### config.mk
export PLATFORM = sky130hd
export DESIGN_NAME = rtxi_exec_top
export DESIGN_NICKNAME = d
export VERILOG_FILES = /design/src/hw/rtxi_pkg.sv /design/src/hw/rtxi_reg_if.sv /design/src/hw/rtxi_axil_slave.sv /design/src/hw/rtxi_exec_top.sv
export VERILOG_INCLUDE_DIRS = /design/src /design/src/hw
export SDC_FILE = /design/constraint.sdc
export NUM_CORES = 1
export LEC_CHECK = 0
export BUFFER_PORTS_ARGS = -buffer_cell sky130_fd_sc_hd__buf_4
export CORE_MARGIN = 1
export CORE_UTILIZATION = 40
export CTS_BUF_LIST = sky130_fd_sc_hd__clkbuf_8
export DETAILED_ROUTE_END_ITERATION = 6
export GPL_TIMING_DRIVEN = 0
export PLACE_DENSITY = 0.68
export RECOVER_POWER = 25
export SETUP_SLACK_MARGIN = 0.1
export SYNTH_ARGS = -nofsm -noshare
export SYNTH_HDL_FRONTEND = slang
export SYNTH_SLANG_ARGS = --single-unit
### constraint.sdc
create_clock -name clk_sys_i -period 5.1 [get_ports clk_sys_i]
set_clock_uncertainty 0.1 [all_clocks]
set_input_delay 1.02 -clock clk_sys_i [delete_from_list [all_inputs] [get_ports clk_sys_i]]
set_output_delay 1.02 -clock clk_sys_i [all_outputs]
set_load 0.1 [all_outputs]
### src/hw/rtxi_cfg.svh
`ifndef RTXI_CFG_SVH
`define RTXI_CFG_SVH

`define RTXI_OFF_CTRL 8'h00
`define RTXI_OFF_CORE 8'h04
`define RTXI_OFF_SHADOW 8'h08
`define RTXI_OFF_STAT 8'h0C

`define RTXI_CTRL_RST 2'h1
`define RTXI_CTRL_EN 0
`define RTXI_CTRL_HIGH 1

`define RTXI_CORE_W_LSB 0
`define RTXI_CORE_ST_LSB 8
`define RTXI_CORE_BANK_LSB 16
`define RTXI_CORE_IRQ_HI 24
`define RTXI_CORE_IRQ_LO 25
`define RTXI_STAT_BUSY 0
`define RTXI_STAT_SKIP 1

`define RTXI_ST_Z 2
`define RTXI_ST_N 4

`define RTXI_ENC_RET_IRQ 15'h0008
`define RTXI_ENC_RET_LIT 8'h0C
`define RTXI_ENC_XOR_LIT 8'h0A
`define RTXI_ENC_TEST_SKIP 7'h33
`define RTXI_BIT_ACCESS 8
`define RTXI_BIT_SHADOW 0

`define RTXI_Q1 2'h0
`define RTXI_Q2 2'h1
`define RTXI_Q4 2'h3

`define RTXI_ACC_LO 4'h0
`define RTXI_ACC_HI 4'hF
`define RTXI_ACC_SPLIT 7

`define RTXI_EXTRA_RET 2'h1
`define RTXI_EXTRA_SKIP 2'h1
`define RTXI_EXTRA_SKIP2 2'h2

`define RTXI_RESP_OK 2'h0
`define RTXI_RESP_ERR 2'h2

`endif

### src/hw/rtxi_pkg.sv
package rtxi_pkg;

  typedef enum logic [2:0] {
    OP_NONE,
    RETURN_FROM_INTERRUPT_OP,
    RETURN_WITH_LITERAL_OP,
    TEST_SKIP_IF_ZERO_OP,
    XOR_LITERAL_OP
  } rtxi_op_t;

  typedef enum logic [1:0] {
    ST_IDLE,
    ST_RUN,
    ST_WAIT
  } rtxi_state_t;

endpackage : rtxi_pkg

### src/hw/rtxi_reg_if.sv
`timescale 1ns/10ps
`default_nettype none
interface rtxi_reg_if;
  logic wr_en;
  logic [7:0] wr_addr;
  logic [31:0] wr_data;
  logic [3:0] wr_strb;
  logic wr_hit;
  logic [7:0] rd_addr;
  logic [31:0] rd_data;
  logic rd_hit;
  modport slave (output wr_en, output wr_addr, output wr_data, output wr_strb, input wr_hit,
                 output rd_addr, input rd_data, input rd_hit);
  modport core (input wr_en, input wr_addr, input wr_data, input wr_strb, output wr_hit,
                input rd_addr, output rd_data, output rd_hit);
endinterface : rtxi_reg_if
`default_nettype wire

### src/hw/rtxi_axil_slave.sv
`timescale 1ns/10ps
`default_nettype none
`include "rtxi_cfg.svh"
module rtxi_axil_slave
  import rtxi_pkg::*;
(
  input wire logic clk_sys_i,
  input wire logic rst_n_i,
  input wire logic [7:0] awaddr_i,
  input wire logic awvalid_i,
  output logic awready_o,
  input wire logic [31:0] wdata_i,
  input wire logic [3:0] wstrb_i,
  input wire logic wvalid_i,
  output logic wready_o,
  output logic [1:0] bresp_o,
  output logic bvalid_o,
  input wire logic bready_i,
  input wire logic [7:0] araddr_i,
  input wire logic arvalid_i,
  output logic arready_o,
  output logic [31:0] rdata_o,
  output logic [1:0] rresp_o,
  output logic rvalid_o,
  input wire logic rready_i,
  rtxi_reg_if.slave reg_if
);

  logic aw_held, w_held, ar_held;
  logic next_aw_held, next_w_held, next_ar_held;
  logic [7:0] aw_addr, ar_addr, next_aw_addr, next_ar_addr;
  logic [31:0] w_data, next_w_data, next_rdata;
  logic [3:0] w_strb, next_w_strb;
  logic next_awready, next_wready, next_arready, next_bvalid, next_rvalid;
  logic [1:0] next_bresp, next_rresp;

  assign reg_if.wr_en = aw_held && w_held && !bvalid_o;
  assign reg_if.wr_addr = aw_addr;
  assign reg_if.wr_data = w_data;
  assign reg_if.wr_strb = w_strb;
  assign reg_if.rd_addr = ar_addr;

  always_comb begin
    next_aw_held = aw_held || (awvalid_i && awready_o);
    next_aw_addr = (awvalid_i && awready_o) ? awaddr_i : aw_addr;
    next_w_held = w_held || (wvalid_i && wready_o);
    next_w_data = (wvalid_i && wready_o) ? wdata_i : w_data;
    next_w_strb = (wvalid_i && wready_o) ? wstrb_i : w_strb;
    next_bvalid = bvalid_o && !bready_i;
    next_bresp = bresp_o;
    if (reg_if.wr_en) begin
      next_aw_held = 1'b0;
      next_w_held = 1'b0;
      next_bvalid = 1'b1;
      next_bresp = reg_if.wr_hit ? `RTXI_RESP_OK : `RTXI_RESP_ERR;
    end
    next_awready = !next_aw_held && !next_bvalid;
    next_wready = !next_w_held && !next_bvalid;
    next_ar_held = ar_held || (arvalid_i && arready_o);
    next_ar_addr = (arvalid_i && arready_o) ? araddr_i : ar_addr;
    next_rvalid = rvalid_o && !rready_i;
    next_rdata = rdata_o;
    next_rresp = rresp_o;
    if (ar_held && !rvalid_o) begin
      next_ar_held = 1'b0;
      next_rvalid = 1'b1;
      next_rdata = reg_if.rd_hit ? reg_if.rd_data : 32'h0000_0000;
      next_rresp = reg_if.rd_hit ? `RTXI_RESP_OK : `RTXI_RESP_ERR;
    end
    next_arready = !next_ar_held && !next_rvalid;
  end

  always_ff @(posedge clk_sys_i) begin
    if (!rst_n_i) begin
      aw_held <= 1'b0;
      w_held <= 1'b0;
      ar_held <= 1'b0;
      aw_addr <= 8'h00;
      ar_addr <= 8'h00;
      w_data <= 32'h0000_0000;
      w_strb <= 4'h0;
      awready_o <= 1'b0;
      wready_o <= 1'b0;
      arready_o <= 1'b0;
      bvalid_o <= 1'b0;
      bresp_o <= 2'h0;
      rvalid_o <= 1'b0;
      rresp_o <= 2'h0;
      rdata_o <= 32'h0000_0000;
    end else begin
      aw_held <= next_aw_held;
      w_held <= next_w_held;
      ar_held <= next_ar_held;
      aw_addr <= next_aw_addr;
      ar_addr <= next_ar_addr;
      w_data <= next_w_data;
      w_strb <= next_w_strb;
      awready_o <= next_awready;
      wready_o <= next_wready;
      arready_o <= next_arready;
      bvalid_o <= next_bvalid;
      bresp_o <= next_bresp;
      rvalid_o <= next_rvalid;
      rresp_o <= next_rresp;
      rdata_o <= next_rdata;
    end
  end

endmodule : rtxi_axil_slave
`default_nettype wire

### src/hw/rtxi_exec_top.sv
// What this block does
// [RULE_01] Return-from-interrupt pops stack, loads PC, two cycles.
// [RULE_02] Return-from-interrupt sets high or low enable.
// [RULE_03] With s=1, restore working, status, bank shadows.
// [RULE_04] With s=0, registers and PC latches untouched.
// [RULE_05] Return-with-literal writes literal to W, two cycles.
// [RULE_06] Return-with-literal loads PC from stack, pops.
// [RULE_07] Return-with-literal leaves PC latches unchanged.
// [RULE_08] Test-skip reads register, no flags, one cycle.
// [RULE_09] Zero register discards next instruction, two cycles.
// [RULE_10] Skipped two-word instruction makes three cycles.
// [RULE_11] Access bit zero selects access bank, else bank.
// [RULE_12] XOR literal into W, one cycle, N Z only.
// [RULE_13] Z when result zero, N equals bit seven.
`timescale 1ns/10ps
`default_nettype none
`include "rtxi_cfg.svh"
module rtxi_exec_top
  import rtxi_pkg::*;
(
  input wire logic clk_sys_i,
  input wire logic rst_n_i,
  input wire logic instr_valid_i,
  input wire logic [15:0] instr_i,
  input wire logic next_two_word_i,
  output logic q1_o,
  output logic busy_o,
  output logic discard_o,
  input wire logic [20:0] stack_top_value_i,
  output logic stack_pop_o,
  output logic pc_load_o,
  output logic [20:0] pc_value_o,
  output logic file_rd_o,
  output logic [11:0] file_addr_o,
  input wire logic [7:0] file_rdata_i,
  input wire logic irq_entry_i,
  output logic global_irq_enable_high_o,
  output logic peripheral_irq_enable_low_o,
  output logic [7:0] w_o,
  input wire logic [7:0] s_axi_awaddr_i,
  input wire logic s_axi_awvalid_i,
  output logic s_axi_awready_o,
  input wire logic [31:0] s_axi_wdata_i,
  input wire logic [3:0] s_axi_wstrb_i,
  input wire logic s_axi_wvalid_i,
  output logic s_axi_wready_o,
  output logic [1:0] s_axi_bresp_o,
  output logic s_axi_bvalid_o,
  input wire logic s_axi_bready_i,
  input wire logic [7:0] s_axi_araddr_i,
  input wire logic s_axi_arvalid_i,
  output logic s_axi_arready_o,
  output logic [31:0] s_axi_rdata_o,
  output logic [1:0] s_axi_rresp_o,
  output logic s_axi_rvalid_o,
  input wire logic s_axi_rready_i
);

  rtxi_reg_if reg_bus ();

  rtxi_axil_slave u_slave (
    .clk_sys_i(clk_sys_i),
    .rst_n_i(rst_n_i),
    .awaddr_i(s_axi_awaddr_i),
    .awvalid_i(s_axi_awvalid_i),
    .awready_o(s_axi_awready_o),
    .wdata_i(s_axi_wdata_i),
    .wstrb_i(s_axi_wstrb_i),
    .wvalid_i(s_axi_wvalid_i),
    .wready_o(s_axi_wready_o),
    .bresp_o(s_axi_bresp_o),
    .bvalid_o(s_axi_bvalid_o),
    .bready_i(s_axi_bready_i),
    .araddr_i(s_axi_araddr_i),
    .arvalid_i(s_axi_arvalid_i),
    .arready_o(s_axi_arready_o),
    .rdata_o(s_axi_rdata_o),
    .rresp_o(s_axi_rresp_o),
    .rvalid_o(s_axi_rvalid_o),
    .rready_i(s_axi_rready_i),
    .reg_if(reg_bus)
  );

  function automatic rtxi_op_t decode(input logic [15:0] ins);
    if (ins[15:1] == `RTXI_ENC_RET_IRQ) decode = RETURN_FROM_INTERRUPT_OP;
    else if (ins[15:8] == `RTXI_ENC_RET_LIT) decode = RETURN_WITH_LITERAL_OP;
    else if (ins[15:8] == `RTXI_ENC_XOR_LIT) decode = XOR_LITERAL_OP;
    else if (ins[15:9] == `RTXI_ENC_TEST_SKIP) decode = TEST_SKIP_IF_ZERO_OP;
    else decode = OP_NONE;
  endfunction : decode

  function automatic logic [31:0] pack_core(input logic [7:0] wv, input logic [4:0] st,
                                            input logic [3:0] bs, input logic gh, input logic gl);
    pack_core = 32'h0000_0000;
    pack_core[`RTXI_CORE_W_LSB +: 8] = wv;
    pack_core[`RTXI_CORE_ST_LSB +: 5] = st;
    pack_core[`RTXI_CORE_BANK_LSB +: 4] = bs;
    pack_core[`RTXI_CORE_IRQ_HI] = gh;
    pack_core[`RTXI_CORE_IRQ_LO] = gl;
  endfunction : pack_core

  function automatic logic [31:0] merge(input logic [31:0] old, input logic [31:0] data,
                                        input logic [3:0] strb);
    merge = old;
    for (int i = 0; i < 4; i++) begin
      if (strb[i]) merge[i*8 +: 8] = data[i*8 +: 8];
    end
  endfunction : merge

  rtxi_state_t state, next_state;
  logic [1:0] phase, next_phase, rem, next_rem;
  logic [15:0] ir, next_ir;
  logic [7:0] w, next_w, shadow_working_reg, next_shadow_w;
  logic [4:0] status, next_status, shadow_status_reg, next_shadow_st;
  logic [3:0] bank_select_reg, next_bank_select, shadow_bank_select, next_shadow_bs;
  logic irq_en_high, next_irq_en_high, irq_en_low, next_irq_en_low;
  logic [1:0] ctrl, next_ctrl;
  logic last_skip, next_skip, next_busy, next_q1, next_discard, next_pop, next_pc_load;
  logic [20:0] next_pc_value;
  logic next_file_rd;
  logic [11:0] next_file_addr;
  logic [31:0] core_new;
  logic [1:0] extra;
  logic [7:0] xor_res;
  rtxi_op_t ir_op;
  logic accept, exec;

  assign ir_op = decode(ir);
  assign accept = (state == ST_IDLE) && (phase == `RTXI_Q1) && instr_valid_i && ctrl[`RTXI_CTRL_EN];
  assign exec = (state == ST_RUN) && (phase == `RTXI_Q4);
  assign xor_res = w ^ ir[7:0];

  assign reg_bus.wr_hit = (reg_bus.wr_addr == `RTXI_OFF_CTRL) || (reg_bus.wr_addr == `RTXI_OFF_CORE);
  assign reg_bus.rd_hit = (reg_bus.rd_addr == `RTXI_OFF_CTRL) || (reg_bus.rd_addr == `RTXI_OFF_CORE) ||
                          (reg_bus.rd_addr == `RTXI_OFF_SHADOW) || (reg_bus.rd_addr == `RTXI_OFF_STAT);

  always_comb begin
    reg_bus.rd_data = 32'h0000_0000;
    case (reg_bus.rd_addr)
      `RTXI_OFF_CTRL: reg_bus.rd_data[1:0] = ctrl;
      `RTXI_OFF_CORE: reg_bus.rd_data = pack_core(w, status, bank_select_reg, irq_en_high, irq_en_low);
      `RTXI_OFF_SHADOW: reg_bus.rd_data = pack_core(shadow_working_reg, shadow_status_reg,
                                                    shadow_bank_select, 1'b0, 1'b0);
      `RTXI_OFF_STAT: begin
        reg_bus.rd_data[`RTXI_STAT_BUSY] = busy_o;
        reg_bus.rd_data[`RTXI_STAT_SKIP] = last_skip;
      end
      default: reg_bus.rd_data = 32'h0000_0000;
    endcase
  end

  always_comb begin
    next_phase = phase + 2'h1;
    next_q1 = (next_phase == `RTXI_Q1);
    next_state = state;
    next_rem = rem;
    next_ir = ir;
    next_busy = busy_o;
    next_w = w;
    next_status = status;
    next_bank_select = bank_select_reg;
    next_irq_en_high = irq_en_high;
    next_irq_en_low = irq_en_low;
    next_ctrl = ctrl;
    next_skip = last_skip;
    next_discard = 1'b0;
    next_pop = 1'b0;
    next_pc_load = 1'b0;
    next_pc_value = pc_value_o;
    next_file_rd = file_rd_o;
    next_file_addr = file_addr_o;
    extra = 2'h0;
    core_new = merge(pack_core(w, status, bank_select_reg, irq_en_high, irq_en_low), reg_bus.wr_data, reg_bus.wr_strb);
    next_shadow_w = irq_entry_i ? w : shadow_working_reg;
    next_shadow_st = irq_entry_i ? status : shadow_status_reg;
    next_shadow_bs = irq_entry_i ? bank_select_reg : shadow_bank_select;
    case (state)
      ST_IDLE: begin
        if (reg_bus.wr_en && reg_bus.wr_addr == `RTXI_OFF_CTRL) begin
          next_ctrl = reg_bus.wr_strb[0] ? reg_bus.wr_data[1:0] : ctrl;
        end
        if (reg_bus.wr_en && reg_bus.wr_addr == `RTXI_OFF_CORE) begin
          next_w = core_new[`RTXI_CORE_W_LSB +: 8];
          next_status = core_new[`RTXI_CORE_ST_LSB +: 5];
          next_bank_select = core_new[`RTXI_CORE_BANK_LSB +: 4];
          next_irq_en_high = core_new[`RTXI_CORE_IRQ_HI];
          next_irq_en_low = core_new[`RTXI_CORE_IRQ_LO];
        end
        if (accept) begin
          next_ir = instr_i;
          next_state = ST_RUN;
          next_busy = 1'b1;
        end
      end
      ST_RUN: begin
        if (phase == `RTXI_Q2 && ir_op == TEST_SKIP_IF_ZERO_OP) begin
          next_file_rd = 1'b1;
          if (!ir[`RTXI_BIT_ACCESS]) begin
            next_file_addr = {ir[`RTXI_ACC_SPLIT] ? `RTXI_ACC_HI : `RTXI_ACC_LO, ir[7:0]}; // RULE_11
          end else begin
            next_file_addr = {bank_select_reg, ir[7:0]}; // RULE_11
          end
        end
        if (phase == `RTXI_Q4) begin
          next_file_rd = 1'b0;
          case (ir_op)
            RETURN_FROM_INTERRUPT_OP: begin
              next_pop = 1'b1; // RULE_01
              next_pc_load = 1'b1;
              next_pc_value = stack_top_value_i;
              extra = `RTXI_EXTRA_RET; // RULE_01
              if (ctrl[`RTXI_CTRL_HIGH]) next_irq_en_high = 1'b1; // RULE_02
              else next_irq_en_low = 1'b1; // RULE_02
              if (ir[`RTXI_BIT_SHADOW]) begin // RULE_04
                next_w = shadow_working_reg; // RULE_03
                next_status = shadow_status_reg;
                next_bank_select = shadow_bank_select;
              end
            end
            RETURN_WITH_LITERAL_OP: begin
              next_w = ir[7:0]; // RULE_05
              next_pop = 1'b1; // RULE_06
              next_pc_load = 1'b1;
              next_pc_value = stack_top_value_i; // RULE_07
              extra = `RTXI_EXTRA_RET; // RULE_05
            end
            TEST_SKIP_IF_ZERO_OP: begin
              next_skip = (file_rdata_i == 8'h00); // RULE_08
              if (file_rdata_i == 8'h00) begin
                next_discard = 1'b1; // RULE_09
                extra = next_two_word_i ? `RTXI_EXTRA_SKIP2 : `RTXI_EXTRA_SKIP; // RULE_10
              end
            end
            XOR_LITERAL_OP: begin
              next_w = xor_res; // RULE_12
              next_status[`RTXI_ST_Z] = (xor_res == 8'h00); // RULE_13
              next_status[`RTXI_ST_N] = xor_res[7]; // RULE_13
            end
            default: extra = 2'h0;
          endcase
          if (extra == 2'h0) begin
            next_state = ST_IDLE;
            next_busy = 1'b0;
          end else begin
            next_state = ST_WAIT;
            next_rem = extra;
          end
        end
      end
      ST_WAIT: begin
        if (phase == `RTXI_Q4) begin
          next_rem = rem - 2'h1;
          if (rem == 2'h1) begin
            next_state = ST_IDLE;
            next_busy = 1'b0;
          end
        end
      end
      default: next_state = ST_IDLE;
    endcase
  end

  always_ff @(posedge clk_sys_i) begin
    if (!rst_n_i) begin
      state <= ST_IDLE;
      phase <= `RTXI_Q1;
      rem <= 2'h0;
      ir <= 16'h0000;
      w <= 8'h00;
      status <= 5'h00;
      bank_select_reg <= 4'h0;
      shadow_working_reg <= 8'h00;
      shadow_status_reg <= 5'h00;
      shadow_bank_select <= 4'h0;
      irq_en_high <= 1'b0;
      irq_en_low <= 1'b0;
      ctrl <= `RTXI_CTRL_RST;
      last_skip <= 1'b0;
      q1_o <= 1'b0;
      busy_o <= 1'b0;
      discard_o <= 1'b0;
      stack_pop_o <= 1'b0;
      pc_load_o <= 1'b0;
      pc_value_o <= 21'h00_0000;
      file_rd_o <= 1'b0;
      file_addr_o <= 12'h000;
    end else begin
      state <= next_state;
      phase <= next_phase;
      rem <= next_rem;
      ir <= next_ir;
      w <= next_w;
      status <= next_status;
      bank_select_reg <= next_bank_select;
      shadow_working_reg <= next_shadow_w;
      shadow_status_reg <= next_shadow_st;
      shadow_bank_select <= next_shadow_bs;
      irq_en_high <= next_irq_en_high;
      irq_en_low <= next_irq_en_low;
      ctrl <= next_ctrl;
      last_skip <= next_skip;
      q1_o <= next_q1;
      busy_o <= next_busy;
      discard_o <= next_discard;
      stack_pop_o <= next_pop;
      pc_load_o <= next_pc_load;
      pc_value_o <= next_pc_value;
      file_rd_o <= next_file_rd;
      file_addr_o <= next_file_addr;
    end
  end

  assign w_o = w;
  assign global_irq_enable_high_o = irq_en_high;
  assign peripheral_irq_enable_low_o = irq_en_low;
endmodule : rtxi_exec_top
`default_nettype wire

==> metrics.txt, run 1 <==
Initial Util=41.2%; Period minus WS final=2760 ps; setup tns final=0 ps; Slew HR=22.9%; global-route wire length before repair=31.7 mm; power consumption=2.78 mW; number of synthesized register bits=167; Netlist cell types=65; area grow syn2layout=27.6%; RSZ-0062 raised after global routing=no; fraction of layout cells with a size suffix above 1=24.2%; GRT Overall Usage=22.6%; Highest Clock Rate=362 MHz; synthesized area per cell=8.89 um^2; Die W=136 um; status=finished clean; FFs w/ async S/R, synth=0%; CP delay by family, top=buffers and inverters; routability congestion estimate=0.916; Setup violations, final=0; Detailed Route Iter0 Violations=368; Hold Crit Class=reg2reg; num rows=48; Port Buffers=166; drc violations=0; Final Hold Vio Count=0; combinational share of power=15.0%; 1st-pass router iterations=5; die area=18,500 um^2; via count=6,464; slowest stage cell, crit path=clkbuf_1; Pint=1.99 mW; sw frac=28.6%; number of fill cells=1,713; Switch Pwr=796 uW; initial antenna violation count=0; total gr overflow=0; leakage power=3.59 nW; largest net degree at the start of global routing=17; Final nets=1,122; sequential power share=49.4%; Sink Count=167; post-synthesis simple-gate area fraction=20.1%; post-synth top area cell=dfxtp_1; Layout Utilization=52.6%; Tcrit/Tclk final=54.1%; Ant. Diodes=0; Synth Area in Adders=1.39%; Peak VDD IR=0.147 mV; via/cell ratio=5.19; Max Cap Viol=0; DR WL/cell=16.3 um; Clock power frac=35.6%; Clock Latency Late Sink=470 ps; number of flip-flops in the largest register=21; crit start category=flop; Slew Viols, Final=0; Post-Synthesis Cell Area=7180 um^2; CP Cell Sequence=clkbuf_1; Post-synth EDFFs=0; top post-synthesis cells by area=dfxtp_1 (47%), mux2i_1 (8.2%), nand2_1 (7.4%), a21oi_1 (5.5%), nor2_1 (3.6%); worst path arrival time=1640 ps; Largest Register=pc_value_o; vias in the first global route=6,105; PostCTS Resize Cnt=0; Compound-Gate Fraction of Synth Area=16.1%; largest family of logic cells by synthesized area=simple AND/OR/NAND/NOR gates; DP Wirelength=15.3 mm; CTS root buffer=clkbuf_8; ys flop type=dfxtp_1; Post-CTS Setup Bufs=0; synthesized instance count=808; WP buf/inv=1; Seq/Total Area, Yosys=46.6%; Critical Path RT=3980 ps; DIE HEIGHT=136 um; crit-path max FO=1; worst slew pin tran=1160 ps; post-synthesis mux area share=9.63%; CTS max path bufs=2; Yosys warnings=0; Post-Synth XOR/XNOR Area=1.10%; H-tree levels=4; area of the core=17,400 um^2; max incr delay on CP=860 ps; Pwr Density=304 nW/um^2; TritonCTS clock tree=built; critical path type=reg2out; CTS clk-pin slew, worst paths=80 ps; CTS hold repair buffers=0; drt total wl=20.3 mm; cts bufs inserted=17; CP Capture Type=primary output; Post-DRT Antenna Nets=0; share of the synthesized area in the top cell type=46.6%; I/O pin count=197
[metal layers]
| metal | global-route usage, % | part of all wire (%) | vias up |
|---|---|---|---|
| li1 | - | - | 3201 |
| met1 | 29.2 | 45 | 3039 |
| met2 | 36.5 | 47 | 198 |
| met3 | 5.37 | 6.8 | 26 |
| met4 | 8.27 | 2.1 | 0 |
| met5 | 0 | 0 | - |
[per-stage QoR]
stage	cell area, um^2	hold WS [ps]	setup slack [ps]	cells
6_report	9160	352	2340	1245
5_1_grt	9160	362	2300	1245
4_1_cts	9180	350	2440	1245
3_5_place_dp	8760	336	2330	1213
3_3_place_gp	8760	335	2350	1213
2_1_floorplan	7230	322	2620	822
[final timing paths]
path / start / to / slack (ps) / cells past startpoint
max reg2reg: state[0] / rem[1] / 2460 / 6
min: u_slave.rdata_o[7] / u_slave.rdata_o[7] / 350 / 2
max: q1_o / q1_o / 2340 / 1
min reg2reg: u_slave.rdata_o[7] / u_slave.rdata_o[7] / 350 / 2
[power by group through the flow]
stage	logic, mW	clock network [mW]	registers, mW
floorplan	0.240	0	1.44
global placement	0.414	0	1.40
detailed placement	0.419	0	1.40
CTS	0.419	1.01	1.37
global route	0.449	1.06	1.38
finish	0.418	0.990	1.37
[cell usage after synthesis (6+ instances only)]
cell and count:
dfxtp_1 167, nand2_1 142, a21oi_1 79, nor2_1 68
mux2i_1 59, clkbuf_1 38, buf_4 19, o21ai_1 19
a22oi_1 15, nand3_1 14, a31oi_1 12, o21ai_0 11
inv_1 10, a221oi_1 9, nor3b_1 9, a211oi_1 8
a211oi_2 8, ha_1 8, nand3b_1 8, nor2b_1 8
nor3_1 8, xnor2_1 8, nand2b_1 7, nor4_1 7
and2_1 6
[kinds of logic (layout without fill, tap and decap cells)]
kind of cell             count (synthesis)  in the layout
AND/OR/NAND/NOR                        302            302
AO/OA/AOI/OAI                          180            180
flip-flops                             167            167
buffers and inverters                   75            273
multiplexers                            66             66
XOR/XNOR                                 9              9
adder cells (fa/ha/maj)                  8              8
other                                    1             15
[layout make-up]
type,count,area [um^2],area share [%]
Multi-Input combinational cell,580,3520,38.4
Tap cell,225,282,3.07
Clock inverter,13,155,1.69
Timing Repair Buffer,166,1230,13.5
Inverter,11,41.3,0.451
Clock buffer,19,262,2.85
Buffer,64,323,3.52
Sequential cell,167,3340,36.5
[cell usage in the layout (no fill, tap or decap), types with 9 or more instances in the layout]
cell type  count
buf_4        182
dfxtp_1      167
nand2_1      142
a21oi_1       79
nor2_1        68
mux2i_1       59
clkbuf_1      41
clkbuf_8      19
o21ai_0       16
a22oi_1       15
conb_1        15
nand3_1       14
o21ai_1       14
inv_1         13
a31oi_1       12
a221oi_1       9
nor3b_1        9
Power figures use the tool's default switching activity.
==> run 2: changes to the inputs <==
--- a/config.mk
+++ b/config.mk
@@ -12,7 +12,7 @@
 export CTS_BUF_LIST = sky130_fd_sc_hd__clkbuf_8
 export DETAILED_ROUTE_END_ITERATION = 6
 export GPL_TIMING_DRIVEN = 0
-export PLACE_DENSITY = 0.68
+export PLACE_DENSITY = 0.7
 export RECOVER_POWER = 25
 export SETUP_SLACK_MARGIN = 0.1
 export SYNTH_ARGS = -nofsm -noshare
==> constraint.sdc (replaced) <==
create_clock -name clk_sys_i -period 2.5 [get_ports clk_sys_i]
set_clock_uncertainty 0.1 [all_clocks]
set_input_delay 0.5 -clock clk_sys_i [delete_from_list [all_inputs] [get_ports clk_sys_i]]
set_output_delay 0.5 -clock clk_sys_i [all_outputs]
set_load 0.1 [all_outputs]
==> run 2 against run 1 <==
Compared with the run above: die area stayed put; clock-buffer cell count is 2 lower; register-to-register slack worse by 2300 ps; critical path type is now reg2reg; sequential cell count stayed put; total power is 110% higher; cell count is 0.16% higher; wire length is 1.6% lower; hold slack worse by 180 ps; largest cell class unchanged; non-clock buffer count is 3 higher.
==> metrics.txt, run 2 (synthesis results as in run 1) <==
Peak VDD IR=0.314 mV (was 0.147 mV); worst slew pin tran=804 ps (was 1160 ps); number of flip-flops in the largest register=21 (unchanged); Die W=136 um (unchanged); Non-Filler Cell Area, Final=9160 um^2 (about the same); number of fill cells=1,683 (was 1,713); Ant. Diodes=0 (unchanged); Post-DRT Antenna Nets=0 (unchanged); Period minus WS final=2310 ps; largest net degree at the start of global routing=17 (unchanged); worst path arrival time=2580 ps (was 1640 ps); fraction of layout cells with a size suffix above 1=25.2% (was 24.2%); routability congestion estimate=0.910 (was 0.916); total gr overflow=0 (unchanged); Setup violations, final=0 (unchanged); RSZ-0062 raised after global routing=yes (was no); Final nets=1,125 (was 1,122); 1st-pass router iterations=5 (unchanged); leakage power=3.60 nW (was 3.59 nW); placed cell count=1,213 (unchanged); global-route wire length before repair=31.5 mm (was 31.7 mm); Sink Count=167 (unchanged); Largest Register=pc_value_o (unchanged); Tcrit/Tclk final=92.4%; DR WL/cell=16.0 um (was 16.3 um); vias in the first global route=5,942 (was 6,105); via/cell ratio=5.12 (was 5.19); drc violations=0 (unchanged); DIE HEIGHT=136 um (unchanged); TritonCTS clock tree=built (unchanged); DP Area=8760 um^2 (unchanged); setup tns final=0 ps (unchanged); Critical Path RT=2770 ps (was 3980 ps); status=finished clean (unchanged); most common cell after layout, fill and taps aside=dfxtp_1 (was buf_4); DP Wirelength=15.1 mm (was 15.3 mm); CTS hold repair buffers=0 (unchanged); Highest Clock Rate=433 MHz; critical path type=reg2reg (was reg2out); Slew Viols, Final=0 (unchanged); crit start category=flop (unchanged); Hold Crit Class=in2reg (was reg2reg); Initial Util=41.2% (unchanged); I/O pin count=197 (unchanged); initial antenna violation count=0 (unchanged); GRT Overall Usage=22.2% (was 22.6%); Slew HR=46.4% (was 22.9%); H-tree levels=4 (unchanged); CTS root buffer=clkbuf_8 (unchanged); Clock Latency Late Sink=460 ps (was 470 ps); cts bufs inserted=17 (unchanged); Pwr Density=625 nW/um^2 (was 304 nW/um^2); CP Capture Type=flop (was primary output); area grow syn2layout=27.6% (about the same); num rows=48 (unchanged); CTS clk-pin slew, worst paths=90 ps (was 80 ps); via count=6,379 (was 6,464); commonest cells after routing, fill and taps aside=dfxtp_1 (167), buf_4 (165), nand2_1 (142) (was buf_4 (182), dfxtp_1 (167), nand2_1 (142)); Max Cap Viol=0 (unchanged); Port Buffers=166 (unchanged); Final Hold Vio Count=0 (unchanged); crit-path max FO=10 (was 1); area of the core=17,400 um^2 (unchanged); Final Non-Filler Cells=1,247 (was 1,245); die area=18,500 um^2 (unchanged); CTS max path bufs=2 (unchanged); drt total wl=20.0 mm (was 20.3 mm); Detailed Route Iter0 Violations=361 (was 368)
==> run 2: power by group <==
group / switching (mW) / internal [mW] / leakage [nW]
clock: 0.995 / 1.07 / 0.206
combinational: 0.566 / 0.291 / 2.04
sequential: 0.0739 / 2.73 / 1.35
==> run 2: per-layer routing <==
| layer | share of wire [%] | wire (um) | GRT usage [%] | up-vias |
|---|---|---|---|---|
| li1 | - | - | - | 3206 |
| met1 | 47 | 9310 | 29.8 | 2956 |
| met2 | 45 | 9060 | 34.9 | 199 |
| met3 | 6.7 | 1340 | 6.15 | 18 |
| met4 | 1.3 | 252 | 6.17 | 0 |
| met5 | 0 | 0 | 0 | - |
==> run 2: timing repair <==
action                                  in CTS  in global routing
gates resized for setup                      1                 11
endpoints found under the setup margin       8                 50
endpoints found under the hold margin        0                  0
setup buffers                                1                  2
pin swaps                                    1                  1
==> run 2: final timing paths <==
check | from | cells after the start | end | slack (ps)
hold reg to reg | u_slave.w_held | 1 | u_slave.wready_o | 350
setup reg to reg | ir[9] | 7 | status[2] | 190
setup / recovery | ir[9] | 7 | status[2] | 190
hold / removal | stack_top_value_i[7] | 3 | pc_value_o[7] | 170
==> run 2: critical path, cell delays in order, from the launching register on <==
cell and delay, ps:
dfxtp_1 440, buf_1 380, nor2b_1 180, buf_2 230, nand3_1 200, nor4_1 370
a221oi_1 90, a211oi_1 240
==> run 2: layout make-up <==
type / instances / area [um^2] / share of cell area [%]
multi-input combinational: 580 / 3540 / 38.6
sequential: 167 / 3340 / 36.5
timing repair buffer: 169 / 1210 / 13.2
buffer: 64 / 329 / 3.59
tap: 225 / 282 / 3.07
clock buffer: 17 / 234 / 2.55
clock inverter: 14 / 185 / 2.02
inverter: 11 / 41.3 / 0.451
==> run 2: metrics by stage <==
step	hold slack, ps	setup slack (ps)	power [mW]	utilization [%]
floorplan	322	236	3.43	-
global placement	336	-43.0	3.71	50.3
detailed placement	340	-36.0	3.71	50.3
CTS	148	101	5.75	52.8
global route	147	93.7	5.95	52.6
finish	171	191	5.73	52.6
